===== src/verilog/pxc_pkg.sv =====
// Notes on behaviour
// - Armed override lets next write change protected bits.
// - Override enable clears itself after next management write.
// - Reserved positions always read back as zero.
// - Port address captured from LED pins at reset.
// - Software reset leaves captured port address untouched.
// - Scrambler test bit forces receive side to lose lock.
// - Encoding bit picks NRZ or NRZI at 100 Mb/s, reset one; 10 Mb/s always sends NRZ.
// - Test bit clear gives standard 4B/5B translation.
// - Test bit and transmit error give test translation.
// - Test table maps each nibble to its fixed group.
// - Scrambler disable bypasses the scrambler only, not the descrambler.
// - Scrambling applies only in 100 Mb/s operation.
package pxc_pkg;

    // ------------------------------------------------------------
    // Register map.
    // ------------------------------------------------------------
    localparam logic [4:0] PXC_REG_EXT_CTRL = 5'h10;  // Extended control register number.
    localparam int         PXC_DATA_W       = 16;     // Management data width.

    // ------------------------------------------------------------
    // Field positions inside the extended control register.
    // ------------------------------------------------------------
    localparam int PXC_OW_BIT       = 15;  // Self-clearing override write enable.
    localparam int PXC_RSV_HI_MSB   = 14;  // Upper reserved group, top bit.
    localparam int PXC_RSV_HI_LSB   = 11;  // Upper reserved group, bottom bit.
    localparam int PXC_ADDR_MSB     = 10;  // Port address, top bit.
    localparam int PXC_ADDR_LSB     = 6;   // Port address, bottom bit.
    localparam int PXC_SCR_TEST_BIT = 5;   // Scrambler loss-of-lock test.
    localparam int PXC_RSV_4_BIT    = 4;   // Reserved.
    localparam int PXC_NRZI_BIT     = 3;   // NRZ (0) or NRZI (1) selection.
    localparam int PXC_INV_BIT      = 2;   // Invalid-code test translation.
    localparam int PXC_RSV_1_BIT    = 1;   // Reserved.
    localparam int PXC_SCR_DIS_BIT  = 0;   // Scrambler disable.

    // ------------------------------------------------------------
    // Values after reset.
    // ------------------------------------------------------------
    localparam logic PXC_OW_RST       = 1'h0;  // Override disarmed.
    localparam logic PXC_SCR_TEST_RST = 1'h0;  // Normal lock behaviour.
    localparam logic PXC_NRZI_RST     = 1'h1;  // NRZI coding.
    localparam logic PXC_INV_RST      = 1'h0;  // Standard translation.
    localparam logic PXC_SCR_DIS_RST  = 1'h0;  // Scrambler in use.

    // ------------------------------------------------------------
    // Transmit coding constants.
    // ------------------------------------------------------------
    localparam int         PXC_NIB_W   = 4;      // Transmit nibble width.
    localparam int         PXC_CODE_W  = 5;      // Code group width.
    localparam logic [4:0] PXC_IDLE    = 5'h1F;  // Idle code group.
    localparam logic       PXC_LINE_RST = 1'h0;  // Line level after reset.

endpackage : pxc_pkg


===== src/verilog/pxc_tx_if.sv =====
`timescale 1ns/1ns
// Carries one transmit nibble to the translator and its code group back.
interface pxc_tx_if;
    logic [3:0] nibble;     // Nibble to translate.
    logic       test_xlat;  // High selects the invalid-code test table.
    logic [4:0] code;       // Resulting code group.

    modport drive (output nibble, output test_xlat, input code);
    modport xlat  (input nibble, input test_xlat, output code);
endinterface : pxc_tx_if


===== src/verilog/pxc_code_xlat.sv =====
`timescale 1ns/1ns
module pxc_code_xlat
    import pxc_pkg::*;
(
    pxc_tx_if.xlat tx
);

    // ------------------------------------------------------------
    // Standard 4B/5B data translation.
    // ------------------------------------------------------------
    function automatic logic [4:0] std_group(input logic [3:0] n);
        logic [4:0] g;
        g = 5'h1E;
        case (n)
            4'h0:    g = 5'h1E;
            4'h1:    g = 5'h09;
            4'h2:    g = 5'h14;
            4'h3:    g = 5'h15;
            4'h4:    g = 5'h0A;
            4'h5:    g = 5'h0B;
            4'h6:    g = 5'h0E;
            4'h7:    g = 5'h0F;
            4'h8:    g = 5'h12;
            4'h9:    g = 5'h13;
            4'hA:    g = 5'h16;
            4'hB:    g = 5'h17;
            4'hC:    g = 5'h1A;
            4'hD:    g = 5'h1B;
            4'hE:    g = 5'h1C;
            default: g = 5'h1D;
        endcase
        return g;
    endfunction : std_group

    // ------------------------------------------------------------
    // Test translation that emits normally invalid groups.
    // ------------------------------------------------------------
    function automatic logic [4:0] test_group(input logic [3:0] n);
        logic [4:0] g;
        g = {1'h0, n};
        case (n)
            4'h8:    g = 5'h00;
            4'h9:    g = 5'h0D;
            4'hA:    g = 5'h0C;
            4'hB:    g = 5'h11;
            4'hC:    g = 5'h10;
            4'hD:    g = 5'h19;
            4'hE:    g = 5'h18;
            4'hF:    g = 5'h1F;
            default: g = {1'h0, n};  // Low nibbles pass behind a zero.
        endcase
        return g;
    endfunction : test_group

    // Picks the table; the test table only when the caller asks for it.
    always_comb
    begin
        if (tx.test_xlat)
        begin
            tx.code = test_group(tx.nibble);
        end
        else
        begin
            tx.code = std_group(tx.nibble);
        end
    end

endmodule : pxc_code_xlat


===== src/verilog/pxc_ext_ctrl.sv =====
`timescale 1ns/1ns
module pxc_ext_ctrl
    import pxc_pkg::*;
#(
    parameter int ADDR_W = 5  // Width of the captured port address.
)
(
    input  wire logic              clk,
    input  wire logic              rst,
    input  wire logic              soft_rst,
    input  wire logic [4:0]        led_addr_pins,
    input  wire logic              mgmt_wr,
    input  wire logic              mgmt_rd,
    input  wire logic [4:0]        mgmt_reg,
    input  wire logic [15:0]       mgmt_wdata,
    output      logic [15:0]       mgmt_rdata,
    output      logic              mgmt_rdata_valid,
    output      logic              override_write_en,
    output      logic [ADDR_W-1:0] phy_addr,
    input  wire logic              speed_100,
    output      logic              scrambler_enable,
    output      logic              descrambler_force_unlock,
    input  wire logic              tx_en,
    input  wire logic              tx_er,
    input  wire logic [3:0]        tx_nibble,
    output      logic [4:0]        tx_code,
    output      logic [4:0]        tx_line
);

    // ------------------------------------------------------------
    // Elaboration checks.
    // ------------------------------------------------------------
    if (ADDR_W != PXC_ADDR_MSB - PXC_ADDR_LSB + 1)
    begin : g_bad_width
        $error("Port address width must match its register field.");
    end

    // ------------------------------------------------------------
    // Declarations.
    // ------------------------------------------------------------
    logic [4:0]  led_meta;     // First synchroniser stage for the address pins.
    logic [4:0]  led_sync;     // Second synchroniser stage.
    logic        reg_hit;      // Access targets this register.
    logic        scr_dis;      // Scrambler disable bit.
    logic        nrzi_sel;     // NRZI selection bit.
    logic        inv_test;     // Invalid-code test bit.
    logic        line_level;   // Last level sent on the line.
    logic [15:0] rd_word;      // Register contents as read.
    logic [4:0]  nrzi_group;   // Current group after NRZI coding.

    pxc_tx_if tx_if ();

    assign reg_hit = (mgmt_reg == PXC_REG_EXT_CTRL);

    // ------------------------------------------------------------
    // Address pin synchroniser.
    // ------------------------------------------------------------

    // Pins come from off chip, so two stages stand before any use.
    always_ff @(posedge clk)
    begin
        led_meta <= led_addr_pins;
        led_sync <= led_meta;
    end

    // ------------------------------------------------------------
    // Captured port address.
    // ------------------------------------------------------------

    // Loaded only while hardware reset is held; soft reset and writes pass it by.
    always_ff @(posedge clk)
    begin
        if (rst)
        begin
            phy_addr <= led_sync[ADDR_W-1:0];
        end
    end

    // ------------------------------------------------------------
    // Override write enable.
    // ------------------------------------------------------------

    // Any management write consumes the armed state; a write here may re-arm it.
    always_ff @(posedge clk)
    begin
        if (rst || soft_rst)
        begin
            override_write_en <= PXC_OW_RST;
        end
        else if (mgmt_wr && reg_hit)
        begin
            override_write_en <= mgmt_wdata[PXC_OW_BIT];
        end
        else if (mgmt_wr)
        begin
            override_write_en <= 1'h0;
        end
    end

    // ------------------------------------------------------------
    // Writable control bits.
    // ------------------------------------------------------------

    // Reserved positions and the address field are not stored on writes.
    always_ff @(posedge clk)
    begin
        if (rst || soft_rst)
        begin
            descrambler_force_unlock <= PXC_SCR_TEST_RST;
            nrzi_sel                 <= PXC_NRZI_RST;
            inv_test                 <= PXC_INV_RST;
            scr_dis                  <= PXC_SCR_DIS_RST;
        end
        else if (mgmt_wr && reg_hit)
        begin
            descrambler_force_unlock <= mgmt_wdata[PXC_SCR_TEST_BIT];
            nrzi_sel                 <= mgmt_wdata[PXC_NRZI_BIT];
            inv_test                 <= mgmt_wdata[PXC_INV_BIT];
            scr_dis                  <= mgmt_wdata[PXC_SCR_DIS_BIT];
        end
    end

    // ------------------------------------------------------------
    // Read path.
    // ------------------------------------------------------------

    // Builds the read word; every reserved position is forced to zero.
    always_comb
    begin
        rd_word                                = 16'h0000;
        rd_word[PXC_OW_BIT]                    = override_write_en;
        rd_word[PXC_ADDR_MSB:PXC_ADDR_LSB]     = phy_addr;
        rd_word[PXC_SCR_TEST_BIT]              = descrambler_force_unlock;
        rd_word[PXC_NRZI_BIT]                  = nrzi_sel;
        rd_word[PXC_INV_BIT]                   = inv_test;
        rd_word[PXC_SCR_DIS_BIT]               = scr_dis;
    end

    // Answers a read of this register one cycle later; other numbers get no answer.
    always_ff @(posedge clk)
    begin
        if (rst)
        begin
            mgmt_rdata       <= 16'h0000;
            mgmt_rdata_valid <= 1'h0;
        end
        else
        begin
            mgmt_rdata_valid <= mgmt_rd && reg_hit;
            if (mgmt_rd && reg_hit)
            begin
                mgmt_rdata <= rd_word;
            end
        end
    end

    // ------------------------------------------------------------
    // Scrambler control.
    // ------------------------------------------------------------

    // Scrambling runs only at 100 Mb/s and only when not disabled.
    always_ff @(posedge clk)
    begin
        if (rst)
        begin
            scrambler_enable <= 1'h0;
        end
        else
        begin
            scrambler_enable <= speed_100 && !scr_dis;
        end
    end

    // ------------------------------------------------------------
    // Transmit coding.
    // ------------------------------------------------------------

    // Encodes a group MSB first, inverting the line on each one.
    function automatic logic [4:0] nrzi_code(input logic [4:0] g, input logic lvl);
        logic [4:0] o;
        logic       l;
        o = 5'h00;
        l = lvl;
        for (int i = 4; i >= 0; i--)
        begin
            l    = l ^ g[i];
            o[i] = l;
        end
        return o;
    endfunction : nrzi_code

    assign tx_if.nibble    = tx_nibble;
    assign tx_if.test_xlat = inv_test && tx_er;

    pxc_code_xlat u_xlat (
        .tx (tx_if.xlat)
    );

    assign nrzi_group = nrzi_code(tx_code, line_level);

    // Registers the group, idle while not transmitting.
    always_ff @(posedge clk)
    begin
        if (rst)
        begin
            tx_code <= PXC_IDLE;
        end
        else if (tx_en)
        begin
            tx_code <= tx_if.code;
        end
        else
        begin
            tx_code <= PXC_IDLE;
        end
    end

    // Applies NRZI only in 100 Mb/s with the bit set; otherwise plain NRZ.
    always_ff @(posedge clk)
    begin
        if (rst)
        begin
            tx_line    <= PXC_IDLE;
            line_level <= PXC_LINE_RST;
        end
        else if (speed_100 && nrzi_sel)
        begin
            tx_line    <= nrzi_group;
            line_level <= nrzi_group[0];
        end
        else
        begin
            tx_line    <= tx_code;
            line_level <= tx_code[0];
        end
    end
endmodule : pxc_ext_ctrl


===== config.mk =====
export PLATFORM = sky130hd
export DESIGN_NAME = pxc_ext_ctrl
export DESIGN_NICKNAME = d
export VERILOG_FILES = /design/src/verilog/pxc_pkg.sv /design/src/verilog/pxc_tx_if.sv /design/src/verilog/pxc_code_xlat.sv /design/src/verilog/pxc_ext_ctrl.sv
export SDC_FILE = /design/constraint.sdc
export NUM_CORES = 1
export LEC_CHECK = 0
export BUFFER_PORTS_ARGS = -buffer_cell sky130_fd_sc_hd__buf_4
export CORE_MARGIN = 1
export CORE_UTILIZATION = 45
export CTS_CLUSTER_SIZE = 10
export DETAILED_ROUTE_END_ITERATION = 12
export PLACE_DENSITY = 0.78
export SETUP_SLACK_MARGIN = 0.5
export SLEW_MARGIN = 10
export SYNTH_ARGS = -nofsm -noshare
export SYNTH_HDL_FRONTEND = slang
export SYNTH_SLANG_ARGS = --single-unit

===== constraint.sdc =====
create_clock -name clk -period 2.1 [get_ports clk]
set_clock_uncertainty 0.05 [all_clocks]
set_input_delay 0.525 -clock clk [delete_from_list [all_inputs] [get_ports clk]]
set_output_delay 0.525 -clock clk [all_outputs]
set_load 0.01 [all_outputs]

==> results.txt, run 1 <==
The width of the die is 61.1 µm. The number of distinct library cells after synthesis is 32. After synthesis the netlist holds a flip-flop and latch count of 43. The kind of cell with the highest combined delay along the critical path is multiplexers. The total power after layout is 1.48 mW. The top cell type by area accounts for between 40% and 50% of the synthesized area. Yosys attributes the largest share of cell area to dfxtp_1, mux2i_1, edfxtp_1. The first global-routing pass estimated 4050 µm of wire.

After Yosys synthesis, XOR and XNOR cells account for 3.18% of the synthesized area. The start-to-end type of the worst setup path is reg -> reg. The max-slew violation total from the final report is 0. The adder and majority gate portion of the synthesized area is 0%.

The total power divided by cell area is 701 nW/µm². Once the floorplan was initialized, standard cells occupied 47.1% of the core. The post-detailed-placement half-perimeter wirelength is around 2200 µm. The number of antenna cells inserted came out at 0. The die footprint came out at 3730 µm². Dividing the detail-routed via count by the number of cells gives just under 5.

The count of antenna-violating nets left after detailed routing is 0. The area fraction in compound gates after synthesis came out at under 10%. The placer congestion estimate came out at around 0.78. TritonCTS created 5 clock buffers. The post-synthesis mux area share is 10.9%.

Entering global routing, the biggest net connects 29 pins. In the final layout, the share of cells above drive strength 1 is between 30% and 40%. The sequential-to-total area share from yosys stat is 58.0%. The worst hold path class is in -> reg. The root buffer cell chosen for the clock tree is clkbuf_4. The clock tree from TritonCTS is done. The number of core rows came out at 21. The tool flagged a number of max-cap violations equal to 0. The cell count after synthesis came out at roughly 150. Setup repair after global routing left no endpoint under its margin. The final period utilization is 75.2%.

Data on the critical path is required at its endpoint by between 2000 and 2500 ps. Input and output buffers added on the ports amount to 55. The worst hold path terminates at led_meta[4]$_DFF_P_. The initial antenna violation count is 0. The number of buffers and inverters on the critical path came out at 0. The overflow left after global routing is 0.

The yosys synthesis warning count came out at 0. The number of clock sinks seen by CTS is 43. Along the worst path, the maximum fanout reaches 3. The worst setup path is captured at a flip-flop. The post-detailed-route wirelength per cell came out at around 12 µm. STA classifies the critical path startpoint as a flip-flop. The run finished with clean final reports. The startpoint identified for the worst hold timing path is led_addr_pins[4]. The clock slew at the register clock pins of the worst setup and hold paths came out at between 100 and 150 ps. The synthesized-area fraction occupied by and/or/nand/nor cells came out at 16.6%. The worst register-to-register path ends at tx_line[0]$_SDFF_PP1_. In this run the vertical extent of the chip is 61.1 µm. The final route contains 1234 vias. The internal reg-to-reg setup slack came out at 520 ps. Counting cells, the worst reg-to-reg path comes to 4. The maximum clock insertion buffer count is 2. The final hold violation count was 0. The latest clock arrival within the worst-skew pair is 350 ps. The signal on the critical path passes through xnor2_4, xnor2_2, mux2i_2, mux2_4. The arrival time of data at the critical path endpoint is 1780 ps.

Summed over all failing endpoints, the final setup total negative slack is 0 ps. Setup violations remaining at the end of the flow were counted as 0. The largest area contributor in the synthesized netlist is dfxtp_1. The peak supply drop is between 0.0004 and 0.0005 V.

Counting instances, the worst hold path has a depth of 1. The count of H-tree levels built during CTS came out at 2. The post-synthesis area per instance is 10.5 µm². Based on the critical path, the design can be clocked at up to 633 MHz. The number of global-route vias before repair is roughly 1000. The placeable core area came out at 3340 µm². The I/O pin count came out at 73. After synthesis, the largest family of logic cells by area is simple AND/OR/NAND/NOR gates. The cell at the slowest stage of the critical path is dfxtp_4.

The shortest clock period the worst path allows after layout came out at ~1600 ps. The startpoint of the worst-slack reg-to-reg timing path is tx_code[4]$_SDFF_PP1_. The post-synthesis cell area came out at 1570 µm². The detailed-route wire length is 3030 µm. The total global routing track utilization is between 10% and 20%. The leakage power total came out at just over 1 nW. The peak per-stage delay on the critical path came out at around 390 ps. The initial detailed-routing violation count came out at 54. The pre-antenna-repair detailed-routing pass consisted of 4 iterations.

The synthesis-to-layout area growth is 34.4%. The DRC violations left came out at 0. The net total in the final layout is 245.
## cell usage after synthesis
library cell and instances:
or3b_2 1, nand2_1 7, o21ai_0 6, o32ai_1 1
a211o_1 1, and2_1 2, a21oi_1 2, o22ai_1 2
conb_1 1, buf_2 1, mux2i_1 16, clkbuf_1 5
or2_2 2, nand3_1 3, xor2_1 1, dfxtp_1 38
xnor2_2 2, nand4_1 3, buf_4 6, edfxtp_1 5
mux2_1 1, nor2b_1 3, nand2b_1 3, nor3_1 5
nor4_1 1, o31ai_1 2, nor2_1 22, xnor2_1 1
nor3b_1 1, a2bb2oi_1 1, inv_1 3, or3b_1 1
## layout by cell type, fill, tap and decap left out
cell type and count:
xnor2_2 2, dfxtp_4 1, clkbuf_4 5, a21oi_1 2
or3b_1 1, o32ai_1 1, o31ai_1 2, edfxtp_1 5
o22ai_1 2, a2bb2oi_1 1, inv_6 1, dfxtp_1 34
or3b_2 1, nand2_2 1, dfxtp_2 3, nor2_1 22
nor2b_1 3, nand2b_1 3, inv_1 3, a211o_1 1
mux2i_2 1, nor3b_1 1, mux2_4 1, nor3_1 5
buf_4 58, o21ai_0 6, nand2_1 6, conb_1 6
nand4_1 3, and2_1 2, xnor2_4 1, mux2i_1 15
xor2_1 1, clkinvlp_4 2, nand3_1 3, or2_2 2
nor4_1 1
## metrics by stage
step	cells	utilization, %	setup WS (ps)	cell area, µm²	hold slack (ps)
floorplan	154	-	500	1590	260
global placement	244	60.0	332	2000	260
detailed placement	244	60.0	294	2000	262
CTS	252	62.1	503	2070	201
global route	254	63.3	465	2110	187
finish	254	63.3	520	2110	216
## power by group
part           internal (mW)  leakage (nW)  switching [mW]
Sequential             0.864         0.361          0.0167
Clock                  0.134        0.0278           0.272
Combinational          0.108         0.620          0.0855
Total                   1.11          1.01           0.374
## flip-flops by register name, summed over array words and instances (netlist names)
name                      cells
mgmt_rdata                   10
led_meta                      5
led_sync                      5
phy_addr                      5
tx_code                       5
tx_line                       5
descrambler_force_unlock      1
inv_test                      1
line_level                    1
mgmt_rdata_valid              1
nrzi_sel                      1
override_write_en             1
scr_dis                       1
scrambler_enable              1
## cell families after synthesis
kind of cell / Yosys count
XOR/XNOR: 4
AO/OA/AOI/OAI: 15
buffers and inverters: 15
flip-flops: 43
multiplexers: 17
other: 1
AND/OR/NAND/NOR: 54
## layout make-up
class / instances / area (µm²)
Fill cell: 266 / 1220
Sequential cell: 43 / 918
Multi-Input combinational cell: 96 / 628
Timing Repair Buffer: 58 / 435
Tap cell: 46 / 57.6
Clock buffer: 5 / 37.5
Clock inverter: 3 / 23.8
Inverter: 3 / 11.3
## routing by layer
| metal | global-route usage [%] | up-vias | routed length [µm] |
|---|---|---|---|
| li1 | - | 608 | - |
| met3 | 5.67 | 15 | 234 |
| met5 | 0 | - | 0 |
| met2 | 26.2 | 66 | 1450 |
| met1 | 16.4 | 545 | 1230 |
| met4 | 9.74 | 0 | 114 |
## what timing repair did
| action | in CTS | in global routing |
|---|---|---|
| resized for setup | 2 | 7 |
| gates cloned | 0 | 0 |
| hold buffers | 0 | 0 |
| setup endpoints to repair | 1 | 1 |
| pin swaps | 2 | 2 |
| setup buffers | 0 | 2 |
## worst max-delay path by stage
stage | startpoint | end | slack [ps] | cells past startpoint
floorplan | speed_100 | tx_line[0]$_SDFF_PP1_ | 500 | 4
global placement | speed_100 | tx_line[0]$_SDFF_PP1_ | 330 | 5
detailed placement | speed_100 | tx_line[0]$_SDFF_PP1_ | 290 | 5
CTS | tx_code[4]$_SDFF_PP1_ | tx_line[0]$_SDFF_PP1_ | 500 | 4
global route | tx_code[4]$_SDFF_PP1_ | tx_line[0]$_SDFF_PP1_ | 460 | 4
finish | tx_code[4]$_SDFF_PP1_ | tx_line[0]$_SDFF_PP1_ | 520 | 4
No activity file was read; power rests on OpenSTA's default activity.
==> run 2, diff against run 1 <==
- CORE_UTILIZATION: 45 -> 41
- PLACE_DENSITY: 0.78 -> 0.74
- clock period: 2.1 -> 1.4 ns (I/O delays scaled with it)
==> run 2 against run 1 <==
  * First-iteration DRC count shrank 28%
  * Critical path type unchanged
  * The run now ends with negative setup slack left
  * Flip-flop and latch count unchanged
  * Via count up 7.8%
  * Largest power group unchanged
==> results.txt, run 2 (synthesis gave the netlist of run 1 again) <==
The placer congestion estimate is 0.833 (was 0.775). The cell at the slowest stage of the critical path is dfxtp_4 (unchanged). The number of maximum-capacitance constraint violations is 0 (unchanged). The net total in the final layout came out at 269 (was 245).

The total power divided by cell area came out at 953 nW/µm² (was 701 nW/µm²). The DRC violations left is 0 (unchanged). The count of final setup violators is 4 (was 0).

The detailed-route wire length is 3710 µm (was 3030 µm). The share of final-layout standard cells stronger than drive strength 1 came to 59.5% (was 38.0%). The number of port buffers came to 55 (unchanged). The number of standard cells in the final layout excluding fillers is 280 (was 254). The placeable core area came out at 3660 µm² (was 3340 µm²).

The clock slew at the register clock pins of the worst setup and hold paths came to 80 ps (was 120 ps). The final reports fail on negative setup slack. The tightest hold margin is 107 ps (was 216 ps). The layer with the highest usage was met2 (unchanged). Outcome: finished with violations (was complete, no violations).

The peak per-stage delay on the critical path came out at 360 ps (was 390 ps). The flip-flop count of the largest register after layout came out at 10 (unchanged). The clock buffer count from CTS is 5 (unchanged). The count of antenna-violating nets left after detailed routing came out at 0 (unchanged). The fraction of met1 tracks used by global routing is 19.2% (was 16.4%).

The overall via count from detail_route came out at 1330 (was 1234). The post-detailed-placement half-perimeter wirelength came to 2440 µm (was 2180 µm). The number of cells on the worst reg-to-reg path came to 4 (unchanged). The number of global-route vias before repair was 1327 (was 1020). The setup slack after layout is -87.0 ps (was 520 ps). The largest net degree at the start of global routing is 21 (was 29). The vertical die dimension came to 63.9 µm (was 61.1 µm). The I/O pin count came to 73 (unchanged).

The arrival time of data at the critical path endpoint is 1620 ps (was 1780 ps). The met2 track demand over resource in global routing came to 35.8% (was 26.2%). The initial antenna violation count is 0 (unchanged). The total instance count after detailed placement was 256 (was 244). The post-placement setup slack is -148 ps (was 294 ps). The peak supply drop came out at 0.000579 V (was 0.000421 V). The worst hold path class is in -> reg (unchanged). The total power after layout is 2.49 mW (was 1.48 mW). The via-per-instance ratio is 4.75 (was 4.86).

The cts-stage hold buffer count came out at 0 (unchanged). The final period utilization is 106% (was 75.2%). The achievable clock frequency came out at 672 MHz (was 633 MHz). The initial detailed-routing violation count is 39 (was 54).

The global routing met3 resource utilization is 5.00% (was 5.67%). The internal reg-to-reg setup slack is -90 ps (was 520 ps). The leakage power total came to 1.21 nW (was 1.01 nW). The max-slew violation total from the final report is 0 (unchanged). The startpoint of the most critical setup path is tx_code[3]$_SDFF_PP1_ (was tx_code[4]$_SDFF_PP1_). The most frequent standard cell in the layout excluding fill and tap cells is buf_6 (was buf_4). The die footprint came out at 4080 µm² (was 3730 µm²). The count of H-tree levels built during CTS is 2 (unchanged). The most flop-heavy register is mgmt_rdata (unchanged).

The total area of multi-input combinational cells came out at 731 µm² (was 628 µm²). The endpoint of the most critical setup path is tx_line[0]$_SDFF_PP1_ (unchanged). The final core area utilization is 71.3% (was 63.3%).

The clock tree from TritonCTS is done (unchanged). The detailed-router iteration count before antenna repair is 4 (unchanged). The initial standard-cell utilization of the core came to 42.9% (was 47.1%). The startpoint type of the worst setup path is a flip-flop (unchanged).

The latest clock arrival within the worst-skew pair came to 290 ps (was 350 ps). The peak fanout along the critical path is 2 (was 3). The first-pass GRT wire length is 5890 µm (was 4050 µm). The number of antenna cells inserted came out at 0 (unchanged). The shortest clock period the worst path allows after layout is 1490 ps (was 1580 ps). Cells traversed along the worst timing path: xnor2_2, xnor2_2, mux2i_2, mux2_1 (was xnor2_4, xnor2_2, mux2i_2, mux2_4). The overflow left after global routing is 0 (unchanged). The endpoint of the worst register-to-register path is tx_line[0]$_SDFF_PP1_ (unchanged). The cell with the most instances on the worst path is xnor2_2. The startpoint of the worst-slack reg-to-reg timing path is tx_code[3]$_SDFF_PP1_ (was tx_code[4]$_SDFF_PP1_). The sequential cell area came out at 950 µm² (was 918 µm²). The number of clock sinks seen by CTS is 43 (unchanged).

The total global routing track utilization is 18.8% (was 15.5%). The maximum clock insertion buffer count came out at 2 (unchanged). The count of fill cells added during filler insertion is 271 (was 266). The synthesis-to-layout area growth is 66.2% (was 34.4%). The data required time of the critical path came to 1530 ps (was 2300 ps).

The cell at the root of the clock tree is clkbuf_8 (was clkbuf_4). The type of element capturing the critical path was a flip-flop (unchanged). The number of core rows is 22 (was 21). The final hold violation count is 0 (unchanged).

Most frequent cells in the layout: buf_6, buf_4, dfxtp_2 (was buf_4, dfxtp_1, nor2_1). The width of the die came out at 63.9 µm (was 61.1 µm). The post-detailed-route wirelength per cell is 13.3 µm (was 11.9 µm).

RSZ-0062 raised after global routing: yes (was no). The start-to-end type of the worst setup path was reg -> reg (unchanged).
-- run 2: worst min path at each step --
stage,from,to,slack (ps),depth (start not counted)
after floorplan,led_meta[0]$_DFF_P_,led_sync[0]$_DFF_P_,260,0
after global placement,led_meta[3]$_DFF_P_,led_sync[3]$_DFF_P_,260,0
after detailed placement,led_meta[1]$_DFF_P_,led_sync[1]$_DFF_P_,260,0
after CTS,led_addr_pins[4],led_meta[4]$_DFF_P_,100,1
after global routing,led_addr_pins[0],led_meta[0]$_DFF_P_,90,1
final,led_addr_pins[4],led_meta[4]$_DFF_P_,110,1
-- run 2: layout make-up --
class                   instances  share of cell area (%)
flip-flops and latches         43                    36.4
repair buffers                 81                    29.3
multi-input cells              97                    28.0
clock buffers                   5                    2.64
well taps                      48                    2.30
clock inverters                 3                   0.958
inverters                       3                   0.431
-- run 2: critical path: cells and delay by family, from the launching register on --
family | cells | cell delay, ps
DFF | 1 | 360
muxes | 2 | 610
xor gates and xnor gates | 2 | 360
-- run 2: report_power, final --
part           internal (mW)  switching [mW]
sequential              1.30          0.0289
combinational          0.226           0.157
clock                  0.356           0.425
total                   1.88           0.611
-- run 2: timing repair --
item / 4_1_cts / 5_1_grt
cloned: 1 / 0
pin swaps: 7 / 2
gates resized for setup: 73 / 9
hold endpoints to repair: 0 / 0
buffers inserted: 9 / 6
setup endpoints to repair: 54 / 54
-- run 2: through the flow --
| stage | cell area (µm²) | TNS [ps] |
|---|---|---|
| CTS | 2520 | -130 |
| detailed placement | 2140 | -184 |
| floorplan | 1710 | -88.4 |
| finish | 2610 | -137 |
| global placement | 2140 | -157 |
| global route | 2610 | -378 |
-- run 2: metal layers --
metal | up-vias | share of wire (%)
met3 | 10 | 5.7
met1 | 607 | 37
li1 | 662 | -
met4 | 0 | 2.5
met5 | - | 0
met2 | 51 | 54
==> run 3, diff against run 2 <==
- ABC_AREA: unset -> 1
- HOLD_SLACK_MARGIN: unset -> 0.15
==> run 3 against run 2 <==
  * The flow now finishes without violations
  * Global-route usage up 0.40 points
  * Worst setup slack gained 190 ps
  * First-iteration DRC count grew to 3.6 times the previous value
  * Via count increased by 23%
  * Synthesized cell count rose by 28%
==> results.txt, run 3 <==
Outcome: complete, no violations (was finished with violations). The share of final-layout standard cells stronger than drive strength 1 is 57.9% (was 59.5%). The initial standard-cell utilization of the core is 43.4% (was 42.9%). The synthesis-to-layout area growth was 73.4% (was 66.2%). The number of clock sinks seen by CTS came out at 43 (unchanged). The net total in the final layout came out at 322 (was 269).

The clock tree from TritonCTS is done (unchanged). Top area cells in the synthesized netlist: dfxtp_1, edfxtp_1, nand2_1 (was dfxtp_1, mux2i_1, edfxtp_1). Most used standard cells in the synthesized netlist: nand2_1, dfxtp_1, nor2_1 (was dfxtp_1, nor2_1, mux2i_1). The initial detailed-routing violation count came to 140 (was 39). Most frequent cells in the layout: buf_4, buf_6, nor2_1 (was buf_6, buf_4, dfxtp_2). The maximum clock insertion buffer count came out at 2 (unchanged). The cell type group with the largest total delay on the critical path is flip-flops (was multiplexers). The overflow left after global routing is 0 (unchanged). The flip-flop count of the largest register after layout is 10 (unchanged).

The count of H-tree levels built during CTS is 2 (unchanged). The most frequent cell after synthesis is nand2_1 (was dfxtp_1). The number of synthesized register bits came to 43 (unchanged). The peak fanout along the critical path came to 2 (unchanged). The number of global-route vias before repair is 1442 (was 1327). The DRC violations left came out at 0 (unchanged). The clock slew at the register clock pins of the worst setup and hold paths is 80 ps (about the same). The count of antenna-violating nets left after detailed routing came out at 0 (unchanged).

The post-detailed-route wirelength per cell came to 14.1 µm (was 13.3 µm). The cell at the root of the clock tree is clkbuf_8 (unchanged). The type of element capturing the critical path is a primary output (was flip-flop).

The largest net degree at the start of global routing came to 17 (was 21). The leakage power total came to 1.27 nW (was 1.21 nW). The tightest hold margin came to 211 ps (was 107 ps). The peak per-stage delay on the critical path is 450 ps (was 360 ps).

The peak supply drop came to 0.000624 V (was 0.000579 V). The post-synthesis area per instance came to 8.42 µm² (was 10.5 µm²). The most instantiated flip-flop cell in the synthesis netlist was dfxtp_1 (unchanged). The count of fill cells added during filler insertion is 233 (was 271).

The first-pass GRT wire length is 6120 µm (was 5890 µm). The most flop-heavy register is mgmt_rdata (unchanged). The number of buffers and inverters on the critical path came out at 1 (was 0).

The proportion of power drawn by the clock network is 29.8% (was 31.4%). The share of flip-flops with an asynchronous set or reset is 0% (unchanged). The max-slew violation total from the final report is 0 (unchanged). The most frequent standard cell in the layout excluding fill and tap cells is buf_4 (was buf_6). The cell at the slowest stage of the critical path is edfxtp_1 (was dfxtp_4).

The number of port buffers came out at 55 (unchanged). The power spent charging and discharging nets came to 641 µW (was 611 µW). The yosys synthesis warning count is 0 (unchanged). The post-place instance area is 2050 µm² (was 2140 µm²).

Cells traversed along the worst timing path: buf_6 (was xnor2_2, xnor2_2, mux2i_2, mux2_1). The width of the die is 64.5 µm (was 63.9 µm). The overall via count from detail_route came out at 1635 (was 1330). The initial antenna violation count came out at 0 (unchanged).

The portion of synthesized cell area occupied by the leading cell type was 47.6% (was 48.4%). The number of core rows came out at 22 (unchanged). The part of the power in registers came out at 52.7% (was 53.2%). The number of distinct library cells after synthesis came to 21 (was 32).

The vertical die dimension is 64.5 µm (was 63.9 µm). The layer with the highest usage is met2 (unchanged). The number of maximum-capacitance constraint violations is 0 (unchanged).

The latest clock arrival within the worst-skew pair came out at 300 ps (was 290 ps). The sequential-to-total area share from yosys stat came out at 57.0% (was 58.0%). The final hold violation count is 0 (unchanged). The total power divided by cell area came out at 905 nW/µm² (was 953 nW/µm²).

RSZ-0062 raised after global routing: yes (unchanged). The start-to-end type of the worst setup path is reg -> out (was reg -> reg). The total power after layout is 2.51 mW (was 2.49 mW). The shortest clock period the worst path allows after layout is 1290 ps (was 1490 ps). The met2 track demand over resource in global routing is 35.0% (was 35.8%). The clock buffer count from CTS was 5 (unchanged). The detailed-router iteration count before antenna repair came out at 5 (was 4).

The die footprint is 4150 µm² (was 4080 µm²). The placer congestion estimate was 0.939 (was 0.833). The number of flops mapped to enable cells by yosys was 5 (unchanged).

The arrival time of data at the critical path endpoint came to 890 ps (was 1620 ps). The fraction of met1 tracks used by global routing came to 20.3% (was 19.2%). The internal power came out at 1.87 mW (was 1.88 mW).

The I/O pin count is 73 (unchanged). The count of final setup violators is 0 (was 4). The post-detailed-placement half-perimeter wirelength came out at 2300 µm (was 2440 µm). The portion of total power attributed to combinational logic is 17.5% (was 15.4%). The global routing met3 resource utilization is 3.87% (was 5.00%).

The total non-filler cell area in the finished layout came out at 2770 µm² (was 2610 µm²). The count of mapped cells out of synthesis is 190 (was 149). The via-per-instance ratio was 4.91 (was 4.75). The largest area contributor in the synthesized netlist is dfxtp_1 (unchanged).

The placeable core area came out at 3690 µm² (was 3660 µm²). The data required time of the critical path came out at 1000 ps (was 1530 ps). The detailed-route wire length is 4690 µm (was 3710 µm). The total global routing track utilization is 19.2% (was 18.8%).

The achievable clock frequency is 773 MHz (was 672 MHz). The switching share of power came out at 25.5% (was 24.5%). The number of antenna cells inserted is 0 (unchanged). The final period utilization is 92.4% (was 106%). The worst hold path class is in -> reg (unchanged).

The startpoint type of the worst setup path is a flip-flop (unchanged). The final core area utilization is 75.2% (was 71.3%). The post-synthesis cell area was 1600 µm² (was 1570 µm²).
==> run 3: changes by cell type after synthesis, moves of 4 or more <==
cell / previous run / this run
nand2_2: 0 / 4
nor2_1: 22 / 34
nand3_1: 3 / 9
o211ai_1: 0 / 5
o21ai_0: 6 / 15
nor3_1: 5 / 0
clkbuf_1: 5 / 0
inv_1: 3 / 15
mux2i_1: 16 / 0
nand2_1: 7 / 40
==> run 3: final timing paths <==
| path | start | end | slack (ps) | cells after the start |
|---|---|---|---|---|
| setup reg to reg | tx_code[2]$_SDFF_PP1_ | tx_line[1]$_SDFF_PP1_ | 130 | 9 |
| setup / recovery | phy_addr[4]$_DFFE_PP_ | phy_addr[4] | 110 | 1 |
| hold reg to reg | led_meta[2]$_DFF_P_ | led_sync[2]$_DFF_P_ | 280 | 0 |
| hold / removal | mgmt_wdata[3] | nrzi_sel$_SDFFE_PP1P_ | 210 | 3 |
==> run 3: layout make-up <==
| cell class | instances | area (µm²) | area share, % |
|---|---|---|---|
| Timing Repair Buffer | 88 | 832 | 30.0 |
| Clock buffer | 7 | 76.3 | 2.75 |
| Sequential cell | 43 | 951 | 34.3 |
| Inverter | 18 | 83.8 | 3.02 |
| Timing Repair inverter | 1 | 8.76 | 0.316 |
| Multi-Input combinational cell | 127 | 753 | 27.2 |
| Clock inverter | 1 | 7.51 | 0.271 |
| Tap cell | 48 | 60.1 | 2.17 |
==> run 3: power by group through the flow <==
stage	registers, mW	clock network (mW)	logic, mW
after floorplan	1.35	0	0.134
after global placement	1.34	0	0.259
after detailed placement	1.34	0	0.264
after CTS	1.32	0.751	0.345
after global routing	1.33	0.824	0.469
final	1.32	0.748	0.439
==> run 3: per-layer routing <==
| metal | vias up | wire [µm] |
|---|---|---|
| met2 | 85 | 2460 |
| met5 | - | 0 |
| li1 | 787 | - |
| met4 | 0 | 180 |
| met3 | 17 | 256 |
| met1 | 746 | 1800 |
==> run 3: metrics by stage <==
step                setup WS [ps]  TNS, ps  cells
detailed placement          -70.3     -595    290
global route                 49.9        0    333
floorplan                     195        0    195
global placement            -52.8     -515    290
CTS                           133        0    317
finish                        107        0    333
==> run 3: cells by family (layout without fill, tap and decap cells) <==
group	Yosys count	in the layout	synth area share [%]
other cells	1	6	0.235
flops	43	43	57.0
simple gates	92	93	24.9
buf+inv	26	115	7.82
compound gates	28	28	10.1
==> run 3: repair_timing <==
action | in CTS | in global routing
endpoints found under the hold margin | 5 | 0
buffers inserted | 12 | 16
pin swaps | 16 | 16
setup endpoints to repair | 53 | 55
cloned | 2 | 0
resized for setup | 83 | 40
hold buffers | 5 | 0
